## src/rtl/dfm_defs.vh

```
// Constants for the dual converter output formatting block
`ifndef DFM_DEFS_VH
`define DFM_DEFS_VH

// Format and power register fields
`define DFM_FP_DCSOFF     7
`define DFM_FP_RAND       6
`define DFM_FP_TWOS       5
`define DFM_FP_SLEEP      4
`define DFM_FP_NAP2       3
`define DFM_FP_NAP1       0
// Output mode register fields
`define DFM_OM_ILVDS_HI   7
`define DFM_OM_ILVDS_LO   5
`define DFM_OM_TERM       4
`define DFM_OM_OUTOFF     3
`define DFM_OM_MODE_HI    2
`define DFM_OM_MODE_LO    0
// Pattern register high fields
`define DFM_PH_PAT_EN     7
`define DFM_PH_PAT_HI     5
// Driver current codes
`define DFM_ILVDS_3P5     3'h0
`define DFM_ILVDS_1P75    3'h7
// Serialization widths
`define DFM_SER_16        2'h0
`define DFM_SER_14        2'h1
`define DFM_SER_12        2'h2
// Output mode codes
`define DFM_MODE_2L16     3'h0
`define DFM_MODE_2L14     3'h1
`define DFM_MODE_2L12     3'h2
`define DFM_MODE_1L16     3'h3
`define DFM_MODE_1L14     3'h4
`define DFM_MODE_1L12     3'h5
// Sample codes
`define DFM_CODE_FULL     12'hfff
`define DFM_CODE_ZERO     12'h000
// Reset values
`define DFM_REG_RESET     8'h00
// Data clock divider count
`define DFM_DCO_DIV       2

`endif

```

## src/rtl/dfm_top.v

```verilog
// Output formatting and mode control of a dual 12-bit converter
`timescale 1ns/1ps
`default_nettype none
`include "dfm_defs.vh"
module dfm_top #(
    parameter FIFO_DEPTH = 8,
    parameter FIFO_AW    = 3
) (
    input  wire        clk_i,                     // 125 MHz clock
    input  wire        rst_i,                     // Sync reset, high
    input  wire        enc_clk_i,                 // Encode clock pin
    input  wire        programming_mode_select_i, // Pin: 1 parallel, 0 serial
    input  wire        cs_pin_i,                  // Chip select pin
    input  wire        sck_pin_i,                 // Serial clock pin
    input  wire        sdi_pin_i,                 // Data-input pin
    input  wire        sdo_pin_i,                 // Data-output pin as input
    input  wire [7:0]  format_power_register_i,   // Serial format/power value
    input  wire [7:0]  output_mode_register_i,    // Serial output mode value
    input  wire [7:0]  pattern_register_high_i,   // Pattern enable and top bits
    input  wire [7:0]  pattern_register_low_i,    // Pattern low bits
    input  wire [11:0] ch1_code_i,                // Channel 1 core code
    input  wire        ch1_ovr_pos_i,             // Channel 1 over positive
    input  wire        ch1_ovr_neg_i,             // Channel 1 over negative
    input  wire [11:0] ch2_code_i,                // Channel 2 core code
    input  wire        ch2_ovr_pos_i,             // Channel 2 over positive
    input  wire        ch2_ovr_neg_i,             // Channel 2 over negative
    output reg  [13:0] ch1_word_o,                // Channel 1 formatted word
    output reg  [13:0] ch2_word_o,                // Channel 2 formatted word
    output wire        word_valid_o,              // Word available
    input  wire        word_ready_i,              // Serializer takes word
    output reg         frame_marker_out_o,        // Pulse per word sent
    output reg         data_clock_out_o,          // Divided data clock
    output reg         drive_on_o,                // Output drivers powered
    output reg  [2:0]  drive_current_o,           // Current code
    output reg         drive_double_o,            // Current doubled
    output reg         term_on_o,                 // Internal termination
    output reg         two_lanes_o,               // 1: two lanes
    output reg  [1:0]  ser_bits_o,                // Serialization width
    output reg         sleep_o,                   // Whole chip down
    output reg         nap_ch1_o,                 // Channel 1 napping
    output reg         nap_ch2_o,                 // Channel 2 napping
    output reg         dcs_on_o,                  // Duty stabilizer on
    output reg         overrun_o                  // Sample dropped, FIFO full
);
    // ************************************************************
    // Pin synchronisers
    // ************************************************************
    reg  [5:0] pin_meta;
    reg  [5:0] pin_sync;
    reg        enc_prev;
    wire       enc_rise;
    wire       par_mode;

    // Two-stage capture of asynchronous pins
    always @(posedge clk_i) begin
        if (rst_i) begin
            pin_meta <= 6'h00;
            pin_sync <= 6'h00;
            enc_prev <= 1'b0;
        end else begin
            pin_meta <= {enc_clk_i, programming_mode_select_i, cs_pin_i,
                         sck_pin_i, sdi_pin_i, sdo_pin_i};
            pin_sync <= pin_meta;
            enc_prev <= pin_sync[5];
        end
    end

    assign enc_rise = pin_sync[5] & ~enc_prev;
    assign par_mode = pin_sync[4];

    // ************************************************************
    // Mode decode
    // ************************************************************
    reg        next_twos;
    reg        next_rand;
    reg        next_pat_en;
    reg        next_outoff;
    reg        next_term;
    reg [2:0]  next_current;
    reg        next_two_lanes;
    reg [1:0]  next_ser;
    reg        next_sleep;
    reg        next_nap1;
    reg        next_nap2;
    reg        next_dcs;
    reg [2:0]  omode;

    // Effective settings from pins or serial registers
    always @* begin
        omode = output_mode_register_i[`DFM_OM_MODE_HI:`DFM_OM_MODE_LO];
        if (par_mode) begin
            next_two_lanes = ~pin_sync[3];
            next_ser       = pin_sync[3] ? `DFM_SER_14 : `DFM_SER_16;
            next_current   = pin_sync[2] ? `DFM_ILVDS_1P75 : `DFM_ILVDS_3P5;
            next_sleep     = pin_sync[1];
            next_term      = pin_sync[0];
            next_dcs       = 1'b1;
            next_twos      = 1'b0;
            next_rand      = 1'b0;
            next_pat_en    = 1'b0;
            next_outoff    = 1'b0;
            next_nap1      = 1'b0;
            next_nap2      = 1'b0;
        end else begin
            next_twos      = format_power_register_i[`DFM_FP_TWOS];
            next_rand      = format_power_register_i[`DFM_FP_RAND];
            next_dcs       = ~format_power_register_i[`DFM_FP_DCSOFF];
            next_sleep     = format_power_register_i[`DFM_FP_SLEEP];
            next_nap1      = format_power_register_i[`DFM_FP_NAP1];
            next_nap2      = format_power_register_i[`DFM_FP_NAP2];
            next_pat_en    = pattern_register_high_i[`DFM_PH_PAT_EN];
            next_outoff    = output_mode_register_i[`DFM_OM_OUTOFF];
            next_term      = output_mode_register_i[`DFM_OM_TERM];
            next_current   = output_mode_register_i[`DFM_OM_ILVDS_HI:`DFM_OM_ILVDS_LO];
            next_two_lanes = (omode == `DFM_MODE_2L16) || (omode == `DFM_MODE_2L14) ||
                             (omode == `DFM_MODE_2L12);
            case (omode)
                `DFM_MODE_2L16, `DFM_MODE_1L16: next_ser = `DFM_SER_16;
                `DFM_MODE_2L14, `DFM_MODE_1L14: next_ser = `DFM_SER_14;
                default:                        next_ser = `DFM_SER_12;
            endcase
        end
    end

    // Registered mode state
    reg pat_en;
    reg twos;
    reg rand_on;

    always @(posedge clk_i) begin
        if (rst_i) begin
            twos            <= 1'b0;
            rand_on         <= 1'b0;
            pat_en          <= 1'b0;
            drive_on_o      <= 1'b0;
            drive_current_o <= `DFM_ILVDS_3P5;
            drive_double_o  <= 1'b0;
            term_on_o       <= 1'b0;
            two_lanes_o     <= 1'b1;
            ser_bits_o      <= `DFM_SER_16;
            sleep_o         <= 1'b0;
            nap_ch1_o       <= 1'b0;
            nap_ch2_o       <= 1'b0;
            dcs_on_o        <= 1'b1;
        end else begin
            twos            <= next_twos;
            rand_on         <= next_rand;
            pat_en          <= next_pat_en;
            // disable or sleep stops all drivers
            drive_on_o      <= ~next_outoff & ~next_sleep;
            drive_current_o <= next_current;
            drive_double_o  <= next_term;
            term_on_o       <= next_term;
            two_lanes_o     <= next_two_lanes;
            ser_bits_o      <= next_ser;
            sleep_o         <= next_sleep;
            nap_ch1_o       <= next_nap1 & ~next_sleep;
            nap_ch2_o       <= next_nap2 & ~next_sleep;
            dcs_on_o        <= next_dcs;
        end
    end

    // ************************************************************
    // Sample formatting
    // ************************************************************
    wire        fifo_in_ready;
    reg         fmt_loaded;
    wire        load;
    wire        extra_en;
    wire [13:0] pattern;
    wire [13:0] ch1_fmt;
    wire [13:0] ch2_fmt;

    assign load     = enc_rise & ~sleep_o;
    assign extra_en = (ser_bits_o != `DFM_SER_12);
    assign pattern  = {pattern_register_high_i[`DFM_PH_PAT_HI:0], pattern_register_low_i};

    dfm_chan_fmt u_fmt1 (
        .clk_i      (clk_i),
        .rst_i      (rst_i),
        .load_i     (load),
        .code_i     (ch1_code_i),
        .ovr_pos_i  (ch1_ovr_pos_i),
        .ovr_neg_i  (ch1_ovr_neg_i),
        .nap_i      (nap_ch1_o),
        .twos_i     (twos),
        .rand_i     (rand_on),
        .extra_en_i (extra_en),
        .pat_en_i   (pat_en),
        .pattern_i  (pattern),
        .word_o     (ch1_fmt)
    );

    dfm_chan_fmt u_fmt2 (
        .clk_i      (clk_i),
        .rst_i      (rst_i),
        .load_i     (load),
        .code_i     (ch2_code_i),
        .ovr_pos_i  (ch2_ovr_pos_i),
        .ovr_neg_i  (ch2_ovr_neg_i),
        .nap_i      (nap_ch2_o),
        .twos_i     (twos),
        .rand_i     (rand_on),
        .extra_en_i (extra_en),
        .pat_en_i   (pat_en),
        .pattern_i  (pattern),
        .word_o     (ch2_fmt)
    );

    // Formatted pair offered to FIFO for one cycle; dropped and flagged as overrun if full
    always @(posedge clk_i) begin
        if (rst_i) begin
            fmt_loaded <= 1'b0;
            overrun_o  <= 1'b0;
        end else begin
            fmt_loaded <= load;
            overrun_o  <= fmt_loaded & ~fifo_in_ready;
        end
    end

    // ************************************************************
    // Output FIFO and word stage
    // ************************************************************
    wire        fifo_out_valid;
    wire        fifo_out_ready;
    wire [27:0] fifo_out_data;
    reg         out_full;
    wire        take;

    assign word_valid_o   = out_full & drive_on_o;
    assign take           = word_valid_o & word_ready_i;
    assign fifo_out_ready = ~out_full | take;

    dfm_fifo #(
        .WIDTH (28),
        .DEPTH (FIFO_DEPTH),
        .AW    (FIFO_AW)
    ) u_fifo (
        .clk_i       (clk_i),
        .rst_i       (rst_i),
        .in_valid_i  (fmt_loaded),
        .in_ready_o  (fifo_in_ready),
        .in_data_i   ({ch1_fmt, ch2_fmt}),
        .out_valid_o (fifo_out_valid),
        .out_ready_i (fifo_out_ready),
        .out_data_o  (fifo_out_data)
    );

    // Output word registers
    always @(posedge clk_i) begin
        if (rst_i) begin
            out_full   <= 1'b0;
            ch1_word_o <= 14'h0000;
            ch2_word_o <= 14'h0000;
        end else if (fifo_out_ready) begin
            out_full <= fifo_out_valid;
            if (fifo_out_valid) begin
                ch1_word_o <= fifo_out_data[27:14];
                ch2_word_o <= fifo_out_data[13:0];
            end
        end
    end

    // ************************************************************
    // Data clock and frame marker
    // ************************************************************
    reg [1:0] dco_cnt;
    wire      dco_tick;
    localparam [31:0] DCO_LAST = `DFM_DCO_DIV - 1;
    assign dco_tick = (dco_cnt == DCO_LAST[1:0]);

    always @(posedge clk_i) begin
        if (rst_i) begin
            dco_cnt            <= 2'h0;
            data_clock_out_o   <= 1'b0;
            frame_marker_out_o <= 1'b0;
        end else begin
            dco_cnt <= dco_tick ? 2'h0 : dco_cnt + 2'h1;
            if (!drive_on_o) begin
                data_clock_out_o <= 1'b0;
            end else if (dco_tick) begin
                data_clock_out_o <= ~data_clock_out_o;
            end
            frame_marker_out_o <= take;
        end
    end
endmodule
`default_nettype wire

```

## src/rtl/dfm_fifo.v

```verilog
// Small synchronous FIFO with valid/ready on both sides
`timescale 1ns/1ps
`default_nettype none
module dfm_fifo #(
    parameter WIDTH = 28,
    parameter DEPTH = 8,
    parameter AW    = 3
) (
    input  wire             clk_i,        // Clock
    input  wire             rst_i,        // Sync reset
    input  wire             in_valid_i,   // Write request
    output wire             in_ready_o,   // Not full
    input  wire [WIDTH-1:0] in_data_i,    // Write data
    output wire             out_valid_o,  // Not empty
    input  wire             out_ready_i,  // Read accept
    output wire [WIDTH-1:0] out_data_o    // Head word
);
    reg [WIDTH-1:0] mem [0:DEPTH-1];
    reg [AW-1:0]    wr_ptr;
    reg [AW-1:0]    rd_ptr;
    reg [AW:0]      count;
    wire            do_wr;
    wire            do_rd;

    // Honest flags
    assign in_ready_o  = (count != DEPTH[AW:0]);
    assign out_valid_o = (count != {(AW+1){1'b0}});
    assign out_data_o  = mem[rd_ptr];
    assign do_wr       = in_valid_i & in_ready_o;
    assign do_rd       = out_valid_o & out_ready_i;

    // Storage write
    always @(posedge clk_i) begin
        if (do_wr) begin
            mem[wr_ptr] <= in_data_i;
        end
    end

    // Pointers and fill level
    always @(posedge clk_i) begin
        if (rst_i) begin
            wr_ptr <= {AW{1'b0}};
            rd_ptr <= {AW{1'b0}};
            count  <= {(AW+1){1'b0}};
        end else begin
            if (do_wr) begin
                wr_ptr <= (wr_ptr == DEPTH[AW-1:0] - 1'b1) ? {AW{1'b0}} : wr_ptr + 1'b1;
            end
            if (do_rd) begin
                rd_ptr <= (rd_ptr == DEPTH[AW-1:0] - 1'b1) ? {AW{1'b0}} : rd_ptr + 1'b1;
            end
            if (do_wr & ~do_rd) begin
                count <= count + 1'b1;
            end else if (do_rd & ~do_wr) begin
                count <= count - 1'b1;
            end
        end
    end
endmodule
`default_nettype wire

```

## src/rtl/dfm_chan_fmt.v

```verilog
// Per-channel sample formatter: clamp, coding, randomizer, pattern
`timescale 1ns/1ps
`default_nettype none
`include "dfm_defs.vh"
module dfm_chan_fmt (
    input  wire        clk_i,       // Clock
    input  wire        rst_i,       // Sync reset
    input  wire        load_i,      // Take a new sample
    input  wire [11:0] code_i,      // Offset binary core code
    input  wire        ovr_pos_i,   // Above positive full scale
    input  wire        ovr_neg_i,   // Below negative full scale
    input  wire        nap_i,       // Channel napping
    input  wire        twos_i,      // Two's complement coding
    input  wire        rand_i,      // Randomizer on
    input  wire        extra_en_i,  // 14/16-bit serialization
    input  wire        pat_en_i,    // Test pattern on
    input  wire [13:0] pattern_i,   // Pattern {dx,dy,bits}
    output reg  [13:0] word_o       // Formatted {dx,dy,bits}
);
    reg [11:0] clamped;
    reg [11:0] coded;
    reg [11:0] randed;
    reg [1:0]  extra;
    reg [13:0] next_word;

    // Formatting chain for one sample
    always @* begin
        if (ovr_pos_i) begin
            clamped = `DFM_CODE_FULL;
        end else if (ovr_neg_i) begin
            clamped = `DFM_CODE_ZERO;
        end else begin
            clamped = code_i;
        end
        coded = twos_i ? {~clamped[11], clamped[10:0]} : clamped;
        randed = rand_i ? {coded[11:1] ^ {11{coded[0]}}, coded[0]} : coded;
        extra = (ovr_pos_i & extra_en_i) ? 2'h3 : 2'h0;
        if (pat_en_i) begin
            next_word = pattern_i;
        end else if (nap_i) begin
            next_word = 14'h0000;
        end else begin
            next_word = {extra, randed};
        end
    end

    // Output register
    always @(posedge clk_i) begin
        if (rst_i) begin
            word_o <= 14'h0000;
        end else if (load_i) begin
            word_o <= next_word;
        end
    end
endmodule
`default_nettype wire

```

## config.mk

```make
export PLATFORM = sky130hd
export DESIGN_NAME = dfm_top
export DESIGN_NICKNAME = d
export VERILOG_FILES = /design/src/rtl/dfm_top.v /design/src/rtl/dfm_fifo.v /design/src/rtl/dfm_chan_fmt.v
export VERILOG_INCLUDE_DIRS = /design/src /design/src/rtl
export SDC_FILE = /design/constraint.sdc
export NUM_CORES = 1
export LEC_CHECK = 0
export BUFFER_PORTS_ARGS = -buffer_cell sky130_fd_sc_hd__buf_2
export CELL_PAD_IN_SITES_DETAIL_PLACEMENT = 0
export CELL_PAD_IN_SITES_GLOBAL_PLACEMENT = 1
export CORE_UTILIZATION = 53
export CTS_CLUSTER_SIZE = 12
export DETAILED_ROUTE_END_ITERATION = 16
export PLACE_DENSITY = 0.85
export SYNTH_ARGS = -nofsm -noshare
export SYNTH_HDL_FRONTEND = slang
export SYNTH_SLANG_ARGS = --single-unit
```

## constraint.sdc

```tcl
create_clock -name clk_i -period 12.3 [get_ports clk_i]
set_input_delay 1.845 -clock clk_i [delete_from_list [all_inputs] [get_ports clk_i]]
set_output_delay 1.845 -clock clk_i [all_outputs]
set_load 0.05 [all_outputs]
```

==> results of run 1 <==
-- state kept, by name, summed over array words and instances (netlist names), 2 cells and up --
signal           cells
u_fifo.count         4
u_fifo.rd_ptr        3
u_fmt1.word_o       14
u_fifo.mem         224
pin_meta             6
u_fifo.wr_ptr        3
ch2_word_o          14
dco_cnt              2
ser_bits_o           2
ch1_word_o          14
pin_sync             6
u_fmt2.word_o       14
drive_current_o      3
-- routing by layer --
metal  part of all wire (%)  track usage [%]
met2                     48             35.7
met1                     44             28.8
met5                      0                0
met3                    6.0             5.00
met4                    2.5             7.00
-- final timing paths --
path	end	slack [ns]	cells past startpoint
setup reg to reg	u_fifo.count[3]	9.42	12
hold reg to reg	pin_sync[1]	0.44	1
hold / removal	pin_sync[1]	0.44	1
setup / recovery	u_fifo.count[3]	8.45	13
-- kinds of logic after synthesis --
group                      count (synthesis)
DFF                                      325
and+or+nand+nor                          191
AOI/OAI and AO/OA                        107
muxes                                     92
buffers and inverters                     57
xor gates and xnor gates                  25
adders and majority gates                  9
-- power breakdown --
part | switching [uW] | internal [uW] | leakage [uW] | total, uW
Clock | 407 | 591 | 0.000537 | 998
Sequential | 89.5 | 1240 | 0.00290 | 1330
Combinational | 392 | 262 | 0.00156 | 654
Total | 888 | 2090 | 0.00499 | 2980
-- stage by stage --
stage          setup WS (ns)  cell area (um2)  hold WS [ns]
2_1_floorplan           8.38            12500         0.404
3_3_place_gp            7.92            13400         0.411
3_5_place_dp            7.92            13400         0.427
4_1_cts                 8.44            14500         0.436
5_1_grt                 8.28            14500         0.455
6_report                8.45            14500         0.439
-- layout by cell type, fill, tap and decap left out, types with 3 or more instances in the layout --
cell type / n
sky130_fd_sc_hd__xor2_1: 21
sky130_fd_sc_hd__nor2_2: 3
sky130_fd_sc_hd__or3_1: 3
sky130_fd_sc_hd__nor3_1: 26
sky130_fd_sc_hd__a21oi_1: 59
sky130_fd_sc_hd__mux2i_1: 36
sky130_fd_sc_hd__nor2b_1: 16
sky130_fd_sc_hd__edfxtp_1: 224
sky130_fd_sc_hd__dfxtp_1: 98
sky130_fd_sc_hd__xnor2_1: 4
sky130_fd_sc_hd__clkbuf_16: 37
sky130_fd_sc_hd__o21ai_0: 6
sky130_fd_sc_hd__inv_1: 7
sky130_fd_sc_hd__buf_2: 109
sky130_fd_sc_hd__nand2_1: 44
sky130_fd_sc_hd__and2_1: 4
sky130_fd_sc_hd__clkinv_1: 4
sky130_fd_sc_hd__clkbuf_1: 14
sky130_fd_sc_hd__nor3_2: 4
sky130_fd_sc_hd__a311oi_1: 6
sky130_fd_sc_hd__nand2b_1: 8
sky130_fd_sc_hd__buf_4: 13
sky130_fd_sc_hd__ha_1: 8
sky130_fd_sc_hd__clkbuf_8: 6
sky130_fd_sc_hd__a211oi_1: 28
sky130_fd_sc_hd__nor2_1: 69
sky130_fd_sc_hd__mux4_2: 56
-- worst max-delay path, stage by stage --
cell and delay, ns:
sky130_fd_sc_hd__buf_2 0.08, sky130_fd_sc_hd__nand2_1 0.09, sky130_fd_sc_hd__a21oi_4 0.15, sky130_fd_sc_hd__buf_4 0.48
sky130_fd_sc_hd__inv_2 0.13, sky130_fd_sc_hd__ha_1 0.25, sky130_fd_sc_hd__inv_1 0.11, sky130_fd_sc_hd__ha_1 0.24
sky130_fd_sc_hd__a21o_1 0.17, sky130_fd_sc_hd__a21oi_1 0.19, sky130_fd_sc_hd__xnor2_1 0.09, sky130_fd_sc_hd__or3_1 0.30
sky130_fd_sc_hd__a21oi_1 0.14
-- area by class of cell --
| class | instances | area share, % |
|---|---|---|
| sequential | 325 | 60.5 |
| multi-input combinational | 424 | 24.5 |
| clock buffer | 57 | 7.33 |
| timing repair buffer | 122 | 4.44 |
| tap | 313 | 2.71 |
| clock inverter | 7 | 0.311 |
| inverter | 8 | 0.208 |
==> impl_metrics.py, run 1 <==
metrics = {
    "floorplan": {
        "io_pins": 114,
        "placementRows": 55,
        "design.die.area_mm2": 0.0243,
        "die_y_um": 156,
        "chipWidth_um": 156,
        "initial_utilization_pct": 54.7,
        "fp.coreArea_mm2": 0.0229,
    },
    "min_path": {
        "worst_hold_startpoint": "pin_meta[1]",
        "worst_hold_path_type": "flip-flop to flip-flop",
    },
    "route": {
        "drt_wl_total_um": 25300,
        "drt_iter0_drc": 428,
        "wire_per_inst_um": 20.1,
        "antenna_violating_nets_post_route": 0,
        "route.detailed.drc": 0,
        "dr.pass1.iters": 5,
        "vias_per_std_cell": 5.57,
        "via_count": 7002,
    },
    "clock_network": {
        "ctsHtreeMaxLevel": 2,
        "postCtsResizedCells": 0,
        "cts_sinks": 325,
        "cts_tree": "yes",
        "cts-buffers-inserted": 35,
        "hold_fix_buffer_count_after_cts": 0,
        "cts-root-buf": "sky130_fd_sc_hd__clkbuf_16",
        "clock_tree.buffer_depth": 3,
        "clk_latency_ns": 0.52,
        "post_cts_buffers": 0,
        "clk_transition_reported_paths_ns": 0.06,
    },
    "flow_run": {
        "number_of_violations_of_the_max_capacitance_limit": 0,
    },
    "logic_synthesis": {
        "most_common_cell_in_the_netlist": "sky130_fd_sc_hd__edfxtp_1",
        "ys_top_cells_by_area": "sky130_fd_sc_hd__edfxtp_1 (54%), sky130_fd_sc_hd__dfxtp_1 (16%), sky130_fd_sc_hd__mux4_2 (10%)",
        "synth.area.mux_share_pct": 12.9,
        "combinational_family_with_the_most_area_after_synthesis": "multiplexers",
        "synth_top_area_share_pct": 53.6,
        "post-synth-top-area-cell": "sky130_fd_sc_hd__edfxtp_1",
        "synth_sequential_area_ratio_pct": 69.8,
        "synth_instances": 806,
        "post_synth_instance_area_mm2": 0.0125,
        "postSynthRegisterBits": 325,
        "synth.distinct_cells": 42,
        "synth-xor-area-share_pct": 1.75,
        "synth_fa_ha_area_share_pct": 0.958,
        "postSynth.asyncResetShare_pct": 0,
        "yosys_most_used_dff": "sky130_fd_sc_hd__edfxtp_1",
        "synthSimpleGateAreaFrac_pct": 7.10,
        "synth_enable_flop_cells": 224,
        "post_synth_most_frequent_cells": "sky130_fd_sc_hd__edfxtp_1 (224), sky130_fd_sc_hd__dfxtp_1 (101), sky130_fd_sc_hd__nor2_1 (72)",
        "synth_compound_area_share_pct": 5.14,
        "synth.avg_cell_area_um2": 15.6,
        "postSynthNetCount": 884,
        "synthesis.yosys.warnings": 0,
    },
    "critical_path": {
        "timing.critical_path.required_ns": 12.74,
        "critical_path.startpoint_type": "input port",
        "cp-end-kind": "flip-flop",
        "startpoint": "word_ready_i",
        "timing.setup.critical_path_class": "input port to flip-flop",
        "cp.arrival_ns": 4.29,
        "timing.critical_path.fanout_max": 59,
        "timing.rr.start": "u_fifo.count[0]",
    },
    "placed_design": {
        "placed_cells_incl_taps": 1192,
        "post-dp-hpwl_um": 14800,
        "numPortBuffers": 110,
        "gp_congestion": 0.772,
    },
    "timing": {
        "max_slew.worst_pin.slew_ns": 1.14,
        "final_cycle_share_pct": 31.3,
        "worst_max_slew_margin_expressed_relative_to_the_limit_pct": 23.8,
        "finClkSkew_ns": 0.0192,
        "final_max_slew_viols": 0,
        "finalWorstPathRequiredPeriod_ns": 3.85,
        "grt_setup_unrepaired": "false",
        "final-hold-violation-count": 0,
        "finalSetupViolations": 0,
        "max_freq_mhz": 259,
        "finalSetupTns_ns": 0,
    },
    "pwr": {
        "totalPowerFinal_uw": 2980,
        "pwr_density_cell_mw_per_mm2": 206,
        "worst_ir_drop_vdd_uv": 135,
        "leakagePower_uw": 0.00499,
    },
    "cells_and_area": {
        "layout-area-overhead-vs-synth_pct": 15.4,
        "seq_area_mm2": 0.00876,
        "fillerInstances": 1674,
        "final_net_count": 994,
        "layout-drive-gt1-share_pct": 25.3,
        "multiInputGateArea_mm2": 0.00354,
        "core_utilization_of_the_finished_layout_pct": 63.2,
        "final-instance-count-excl-fill": 1256,
        "num_antenna_cells": 0,
    },
    "global_routing": {
        "track_usage_pct": 21.7,
        "maximum_number_of_pins_on_one_net_before_global_route_repair": 60,
        "antenna_found_initial": 0,
        "first_global_vias": 7112,
        "overflow": 0,
        "grt_pass1_wl_um": 39400,
    },
    "status": {
        "status": "finished clean",
    },
}
No activity file was read; power rests on OpenSTA's default activity.
==> inputs of run 2 (changes only) <==
--- a/config.mk
+++ b/config.mk
@@ -6,13 +6,14 @@
 export SDC_FILE = /design/constraint.sdc
 export NUM_CORES = 1
 export LEC_CHECK = 0
+export ABC_AREA = 1
 export BUFFER_PORTS_ARGS = -buffer_cell sky130_fd_sc_hd__buf_2
 export CELL_PAD_IN_SITES_DETAIL_PLACEMENT = 0
 export CELL_PAD_IN_SITES_GLOBAL_PLACEMENT = 1
-export CORE_UTILIZATION = 53
+export CORE_UTILIZATION = 42
 export CTS_CLUSTER_SIZE = 12
 export DETAILED_ROUTE_END_ITERATION = 16
-export PLACE_DENSITY = 0.85
+export PLACE_DENSITY = 0.77
 export SYNTH_ARGS = -nofsm -noshare
 export SYNTH_HDL_FRONTEND = slang
 export SYNTH_SLANG_ARGS = --single-unit
==> constraint.sdc (replaced) <==
create_clock -name clk_i -period 3.5 [get_ports clk_i]
set_input_delay 0.525 -clock clk_i [delete_from_list [all_inputs] [get_ports clk_i]]
set_output_delay 0.525 -clock clk_i [all_outputs]
set_load 0.05 [all_outputs]
==> run 2 against run 1 <==
Net effect:
- first-iteration DRC count increased by 37%
- count of clock-buffer cells in the layout fell by 2
- via count grew 25%
- area after synthesis rose by 3.4%
- register-to-register slack worse by 8.3 ns
- critical path depth shrank 6
- die area is 30% higher
- wire length rose by 13%
- critical endpoint is now u_fifo.mem[0][23]
==> impl_metrics.py, run 2 <==
metrics = {
    "timing": {
        "grt_setup_unrepaired": "false",
        "setup_slack_ns": 1.16,
        "worst_max_slew_margin_expressed_relative_to_the_limit_pct": 38.6,
        "finalWorstPathRequiredPeriod_ns": 2.34,
        "final_cycle_share_pct": 66.9,
        "max_slew.worst_pin.slew_ns": 0.920,
        "final_max_slew_viols": 0,
        "final-hold-violation-count": 0,
        "max_freq_mhz": 427,
        "whs_ns": 0.176,
        "finClkSkew_ns": 0.0189,
        "finalSetupTns_ns": 0,
        "finalSetupViolations": 0,
    },
    "placed_design": {
        "post-dp-hpwl_um": 16900,
        "pre_cts_ws_ns": 1.15,
        "gp_congestion": 0.773,
        "placed_area_mm2": 0.0138,
        "numPortBuffers": 110,
    },
    "logic_synthesis": {
        "ys_top_cells_by_area": "sky130_fd_sc_hd__edfxtp_1 (52%), sky130_fd_sc_hd__dfxtp_1 (16%), sky130_fd_sc_hd__nor2_1 (6.6%)",
        "postSynthNetCount": 1302,
        "synth_enable_flop_cells": 224,
        "postSynthRegisterBits": 325,
        "postSynth.asyncResetShare_pct": 0,
        "yosys_most_used_dff": "sky130_fd_sc_hd__edfxtp_1",
        "post_synth_instance_area_mm2": 0.0130,
        "synth_sequential_area_ratio_pct": 67.4,
        "synthesis.yosys.warnings": 0,
        "synth.distinct_cells": 31,
        "most_common_cell_in_the_netlist": "sky130_fd_sc_hd__nor2_1",
        "post-synth-top-area-cell": "sky130_fd_sc_hd__edfxtp_1",
        "synth_top_area_share_pct": 51.9,
        "synth.avg_cell_area_um2": 10.6,
        "post_synth_most_frequent_cells": "sky130_fd_sc_hd__nor2_1 (227), sky130_fd_sc_hd__edfxtp_1 (224), sky130_fd_sc_hd__nand2_1 (124)",
        "synth_instances": 1224,
    },
    "cells_and_area": {
        "layout_common_cells": "sky130_fd_sc_hd__edfxtp_1 (224), sky130_fd_sc_hd__nor2_1 (219), sky130_fd_sc_hd__nand2_1 (124)",
        "max_reg_flops": 224,
        "layout-area-overhead-vs-synth_pct": 14.4,
        "final_net_count": 1394,
        "multiInputGateArea_mm2": 0.00356,
        "fillerInstances": 2702,
        "regMostFlops": "u_fifo.mem",
        "final_cell_area_mm2": 0.0148,
        "num_antenna_cells": 0,
        "layout-drive-gt1-share_pct": 15.4,
        "mostFrequentLayoutCell": "sky130_fd_sc_hd__edfxtp_1",
        "seq_area_mm2": 0.00875,
    },
    "global_routing": {
        "overflow": 0,
        "antenna_found_initial": 1,
        "track_usage_pct": 18.8,
        "maximum_number_of_pins_on_one_net_before_global_route_repair": 63,
        "grt_pass1_wl_um": 45700,
        "first_global_vias": 8579,
    },
    "floorplan": {
        "fp.coreArea_mm2": 0.0300,
        "io_pins": 114,
        "initial_utilization_pct": 43.2,
        "placementRows": 63,
        "die_y_um": 178,
        "design.die.area_mm2": 0.0316,
        "chipWidth_um": 178,
    },
    "route": {
        "wire_per_inst_um": 16.5,
        "antenna_violating_nets_post_route": 0,
        "dr.pass1.iters": 5,
        "drt_iter0_drc": 588,
        "via_count": 8777,
        "route.detailed.drc": 0,
        "drt_wl_total_um": 28500,
        "vias_per_std_cell": 5.07,
    },
    "critical_path": {
        "timing.setup.critical_path_class": "flip-flop to flip-flop",
        "cp.arrival_ns": 2.54,
        "worst_r2r_path_depth": 7,
        "timing.rr.start": "u_fifo.count[0]",
        "rrSetupSlack_ns": 1.16,
        "timing.critical_path.fanout_max": 17,
        "critical_path.startpoint_type": "flip-flop",
        "timing.critical_path.required_ns": 3.69,
        "r2r-end": "u_fifo.mem[0][23]",
        "cp-end-kind": "flip-flop",
    },
    "clock_network": {
        "cts_sinks": 325,
        "cts-root-buf": "sky130_fd_sc_hd__clkbuf_16",
        "ctsHtreeMaxLevel": 2,
        "clock_tree.buffer_depth": 3,
        "clk_transition_reported_paths_ns": 0.06,
        "cts_tree": "yes",
        "hold_fix_buffer_count_after_cts": 0,
        "cts-buffers-inserted": 35,
        "post_cts_buffers": 0,
        "postCtsResizedCells": 0,
        "clk_latency_ns": 0.51,
    },
    "pwr": {
        "worst_ir_drop_vdd_uv": 519,
        "leakagePower_uw": 0.00576,
        "pwr_density_cell_mw_per_mm2": 743,
    },
    "min_path": {
        "timing.hold.worst_path_depth": 2,
        "worstHoldEndpoint": "dcs_on_o",
        "worst_hold_path_type": "input port to flip-flop",
        "worst_hold_startpoint": "format_power_register_i[7]",
    },
    "status": {
        "status": "finished clean",
    },
    "flow_run": {
        "number_of_violations_of_the_max_capacitance_limit": 0,
    },
}
[run 2: how the worst max path moves through the flow]
stage / from / to / cells past startpoint
2_1_floorplan: u_fifo.count[0] / u_fifo.mem[0][0] / 6
3_3_place_gp: u_fifo.count[0] / u_fifo.mem[0][5] / 7
3_5_place_dp: u_fifo.count[0] / u_fifo.mem[0][6] / 7
4_1_cts: u_fifo.count[0] / u_fifo.mem[0][23] / 7
5_1_grt: u_fifo.count[0] / u_fifo.mem[0][20] / 7
6_report: u_fifo.count[0] / u_fifo.mem[0][23] / 7
[run 2: critical path, stage by stage, from the launching register on]
cell                      delay, ns
sky130_fd_sc_hd__dfxtp_1       0.40
sky130_fd_sc_hd__nor2_1        0.09
sky130_fd_sc_hd__nand3_1       0.09
sky130_fd_sc_hd__nand2_1       0.15
sky130_fd_sc_hd__inv_1         0.14
sky130_fd_sc_hd__nand2_1       0.15
sky130_fd_sc_hd__nor2_2        0.74
sky130_fd_sc_hd__buf_12        0.27
[run 2: cell type report]
cell class | count | share of cell area, %
Clock buffer | 55 | 6.54
Clock inverter | 7 | 0.413
Multi-Input combinational cell | 755 | 24.0
Inverter | 71 | 1.80
Timing Repair Buffer | 128 | 4.96
Tap cell | 390 | 3.29
Sequential cell | 325 | 59.0
[run 2: kinds of logic (layout without fill, tap and decap cells)]
| group | count (synthesis) | after routing | share of synthesized area (%) |
|---|---|---|---|
| AOI/OAI and AO/OA | 293 | 293 | 11.8 |
| xor gates and xnor gates | 7 | 7 | 0.473 |
| adders and majority gates | 9 | 9 | 0.926 |
| buffers and inverters | 144 | 261 | 5.24 |
| DFF | 325 | 325 | 67.4 |
| muxes | 1 | 1 | 0.0772 |
| and+or+nand+nor | 445 | 445 | 14.0 |
[run 2: where the power goes]
| part | total, uW | switching (uW) | leakage (uW) | internal [uW] |
|---|---|---|---|---|
| combinational | 3120 | 2210 | 0.00236 | 909 |
| clock | 3370 | 1390 | 0.000500 | 1980 |
| sequential | 4540 | 222 | 0.00290 | 4320 |
[run 2: through the flow]
| step | utilization, % | total power, uW | instances |
|---|---|---|---|
| 3_5_place_dp | 46.0 | 7760 | 1669 |
| 4_1_cts | 49.4 | 11100 | 1731 |
| 2_1_floorplan | - | 7070 | 1224 |
| 5_1_grt | 49.4 | 11700 | 1731 |
| 3_3_place_gp | 46.0 | 7730 | 1669 |
| 6_report | 49.4 | 11000 | 1731 |
[run 2: routing by layer]
| layer | global-route usage [%] | part of all wire, % | vias to the layer above |
|---|---|---|---|
| li1 | - | - | 4399 |
| met1 | 25.5 | 46 | 4066 |
| met2 | 30.5 | 45 | 254 |
| met3 | 3.34 | 5.9 | 56 |
| met4 | 6.30 | 2.6 | 2 |
| met5 | 0 | 0.046 | - |
==> inputs of run 3 (changes only) <==
--- a/config.mk
+++ b/config.mk
@@ -10,10 +10,10 @@
 export BUFFER_PORTS_ARGS = -buffer_cell sky130_fd_sc_hd__buf_2
 export CELL_PAD_IN_SITES_DETAIL_PLACEMENT = 0
 export CELL_PAD_IN_SITES_GLOBAL_PLACEMENT = 1
-export CORE_UTILIZATION = 42
+export CORE_UTILIZATION = 47
 export CTS_CLUSTER_SIZE = 12
 export DETAILED_ROUTE_END_ITERATION = 16
-export PLACE_DENSITY = 0.77
+export PLACE_DENSITY = 0.81
 export SYNTH_ARGS = -nofsm -noshare
 export SYNTH_HDL_FRONTEND = slang
 export SYNTH_SLANG_ARGS = --single-unit
==> constraint.sdc (replaced) <==
create_clock -name clk_i -period 2.35 [get_ports clk_i]
set_input_delay 0.3525 -clock clk_i [delete_from_list [all_inputs] [get_ports clk_i]]
set_output_delay 0.3525 -clock clk_i [all_outputs]
set_load 0.05 [all_outputs]
==> run 3 against run 2 <==
Net effect:
- via count about the same
- global-route usage increased by 1.9 points
- highest routed layer is now met4
- clock power up 58%
- first-iteration DRC count rose by 7.8%
==> impl_metrics.py, run 3 (synthesized netlist as in run 2, its figures left out) <==
metrics = {
    "cells_and_area": {
        "layout-area-overhead-vs-synth_pct": 15.9,
        "max_reg_flops": 224,
        "regMostFlops": "u_fifo.mem",
        "fillerInstances": 2317,
        "final_net_count": 1403,
        "layout-drive-gt1-share_pct": 15.9,
        "layout_common_cells": "sky130_fd_sc_hd__edfxtp_1 (224), sky130_fd_sc_hd__nor2_1 (219), sky130_fd_sc_hd__nand2_1 (123)",
        "mostFrequentLayoutCell": "sky130_fd_sc_hd__edfxtp_1",
    },
    "pwr": {
        "clockPowerShare_pct": 31.6,
        "switching_fraction_of_total_power_pct": 33.6,
        "comb_power_share_pct": 28.7,
        "leakagePower_uw": 0.00586,
        "switching_pwr_uw": 5660,
        "worst_ir_drop_vdd_uv": 588,
        "pwr_density_cell_mw_per_mm2": 1120,
        "totalPowerFinal_uw": 16800,
        "sequentialPowerShare_pct": 39.7,
        "p_int_uw": 11200,
    },
    "timing": {
        "max_freq_mhz": 495,
        "setup_slack_ns": 0.330,
        "finClkSkew_ns": 0.0151,
        "worst_max_slew_margin_expressed_relative_to_the_limit_pct": 53.7,
        "whs_ns": 0.0252,
        "final-hold-violation-count": 0,
        "max_slew.worst_pin.slew_ns": 0.694,
        "finalSetupViolations": 0,
        "final_cycle_share_pct": 86.0,
        "finalWorstPathRequiredPeriod_ns": 2.02,
        "grt_setup_unrepaired": "false",
        "final_max_slew_viols": 0,
    },
    "flow_run": {
        "number_of_violations_of_the_max_capacitance_limit": 0,
    },
    "clock_network": {
        "cts_tree": "yes",
        "cts-buffers-inserted": 35,
        "ctsHtreeMaxLevel": 2,
        "clk_latency_ns": 0.50,
        "cts_sinks": 325,
        "clock_tree.buffer_depth": 3,
        "cts-root-buf": "sky130_fd_sc_hd__clkbuf_16",
        "clk_transition_reported_paths_ns": 0.06,
    },
    "placed_design": {
        "pre_cts_ws_ns": 0.272,
        "post-dp-hpwl_um": 17000,
        "numPortBuffers": 110,
        "gp_congestion": 0.785,
    },
    "route": {
        "dr.pass1.iters": 5,
        "wire_per_inst_um": 16.6,
        "route.detailed.drc": 0,
        "drt_wl_total_um": 28100,
        "antenna_violating_nets_post_route": 0,
        "drt_iter0_drc": 634,
        "via_count": 8780,
        "vias_per_std_cell": 5.19,
    },
    "critical_path": {
        "cp.arrival_ns": 2.45,
        "timing.critical_path.required_ns": 2.78,
        "critical_path.startpoint_type": "flip-flop",
        "timing.critical_path.fanout_max": 7,
        "timing.setup.critical_path_class": "flip-flop to flip-flop",
        "cp-end-kind": "flip-flop",
    },
    "floorplan": {
        "placementRows": 60,
        "io_pins": 114,
        "design.die.area_mm2": 0.0283,
        "initial_utilization_pct": 48.0,
        "fp.coreArea_mm2": 0.0270,
        "chipWidth_um": 168,
        "die_y_um": 168,
    },
    "global_routing": {
        "first_global_vias": 8624,
        "grt_pass1_wl_um": 45500,
        "maximum_number_of_pins_on_one_net_before_global_route_repair": 55,
        "antenna_found_initial": 0,
        "track_usage_pct": 20.7,
        "overflow": 0,
    },
    "status": {
        "status": "finished clean",
    },
    "min_path": {
        "worst_hold_path_type": "input port to flip-flop",
    },
}
## run 3: repair_timing
action,in CTS,in global routing
hold endpoints to repair,1,0
buffers inserted,0,0
setup endpoints to repair,0,1
gates resized for setup,0,1
hold buffers,1,0
## run 3: through the flow
step	utilization, %	cell area, um2	setup TNS, ns	instances
after global placement	51.4	13900	0	1628
after CTS	55.6	15000	0	1690
after global routing	55.6	15000	0	1690
after floorplan	-	13000	-20.80	1224
final	55.6	15000	0	1691
after detailed placement	51.4	13900	0	1628
## run 3: power by group through the flow
stage	Clock (uW)	Sequential [uW]	Combinational, uW
floorplan	0	7380	3150
global placement	0	6800	4810
detailed placement	0	6800	4870
CTS	5400	6690	4890
global route	5640	6730	5440
finish	5310	6680	4830
## run 3: worst max-delay path, cell delays in order (launching register included)
cell	delay (ns)
sky130_fd_sc_hd__dfxtp_1	0.35
sky130_fd_sc_hd__nor2_1	0.16
sky130_fd_sc_hd__nand3_1	0.12
sky130_fd_sc_hd__nand2_2	0.14
sky130_fd_sc_hd__inv_1	0.07
sky130_fd_sc_hd__ha_1	0.20
sky130_fd_sc_hd__inv_1	0.12
sky130_fd_sc_hd__ha_1	0.28
sky130_fd_sc_hd__a21oi_1	0.18
sky130_fd_sc_hd__nand3_1	0.10
sky130_fd_sc_hd__nand2_1	0.06
sky130_fd_sc_hd__nand2_1	0.04
sky130_fd_sc_hd__a21oi_1	0.13
## run 3: worst paths after layout
check | end | slack [ns] | start | cells past startpoint
worst max-delay path | u_fifo.count[3] | 0.33 | u_fifo.count[0] | 12
worst min-delay path | drive_on_o | 0.03 | output_mode_register_i[3] | 2
worst max register to register | u_fifo.count[3] | 0.33 | u_fifo.count[0] | 12
worst min register to register | pin_sync[5] | 0.40 | pin_meta[5] | 2
## run 3: metal layers
metal	track usage [%]	routed length, um	up-vias
met5	0	0	-
met4	5.30	435	0
met3	3.36	1980	40
met2	34.9	13400	286
met1	28.0	12300	4046
li1	-	-	4408
## run 3: cell type report
type	instances	area (um2)	area share, %
inverter	71	267	1.77
antenna	1	2.50	0.0166
tap	341	427	2.84
clock inverter	7	105	0.699
clock buffer	54	1010	6.72
sequential	325	8750	58.2
timing repair buffer	137	906	6.03
multi-input combinational	755	3570	23.7
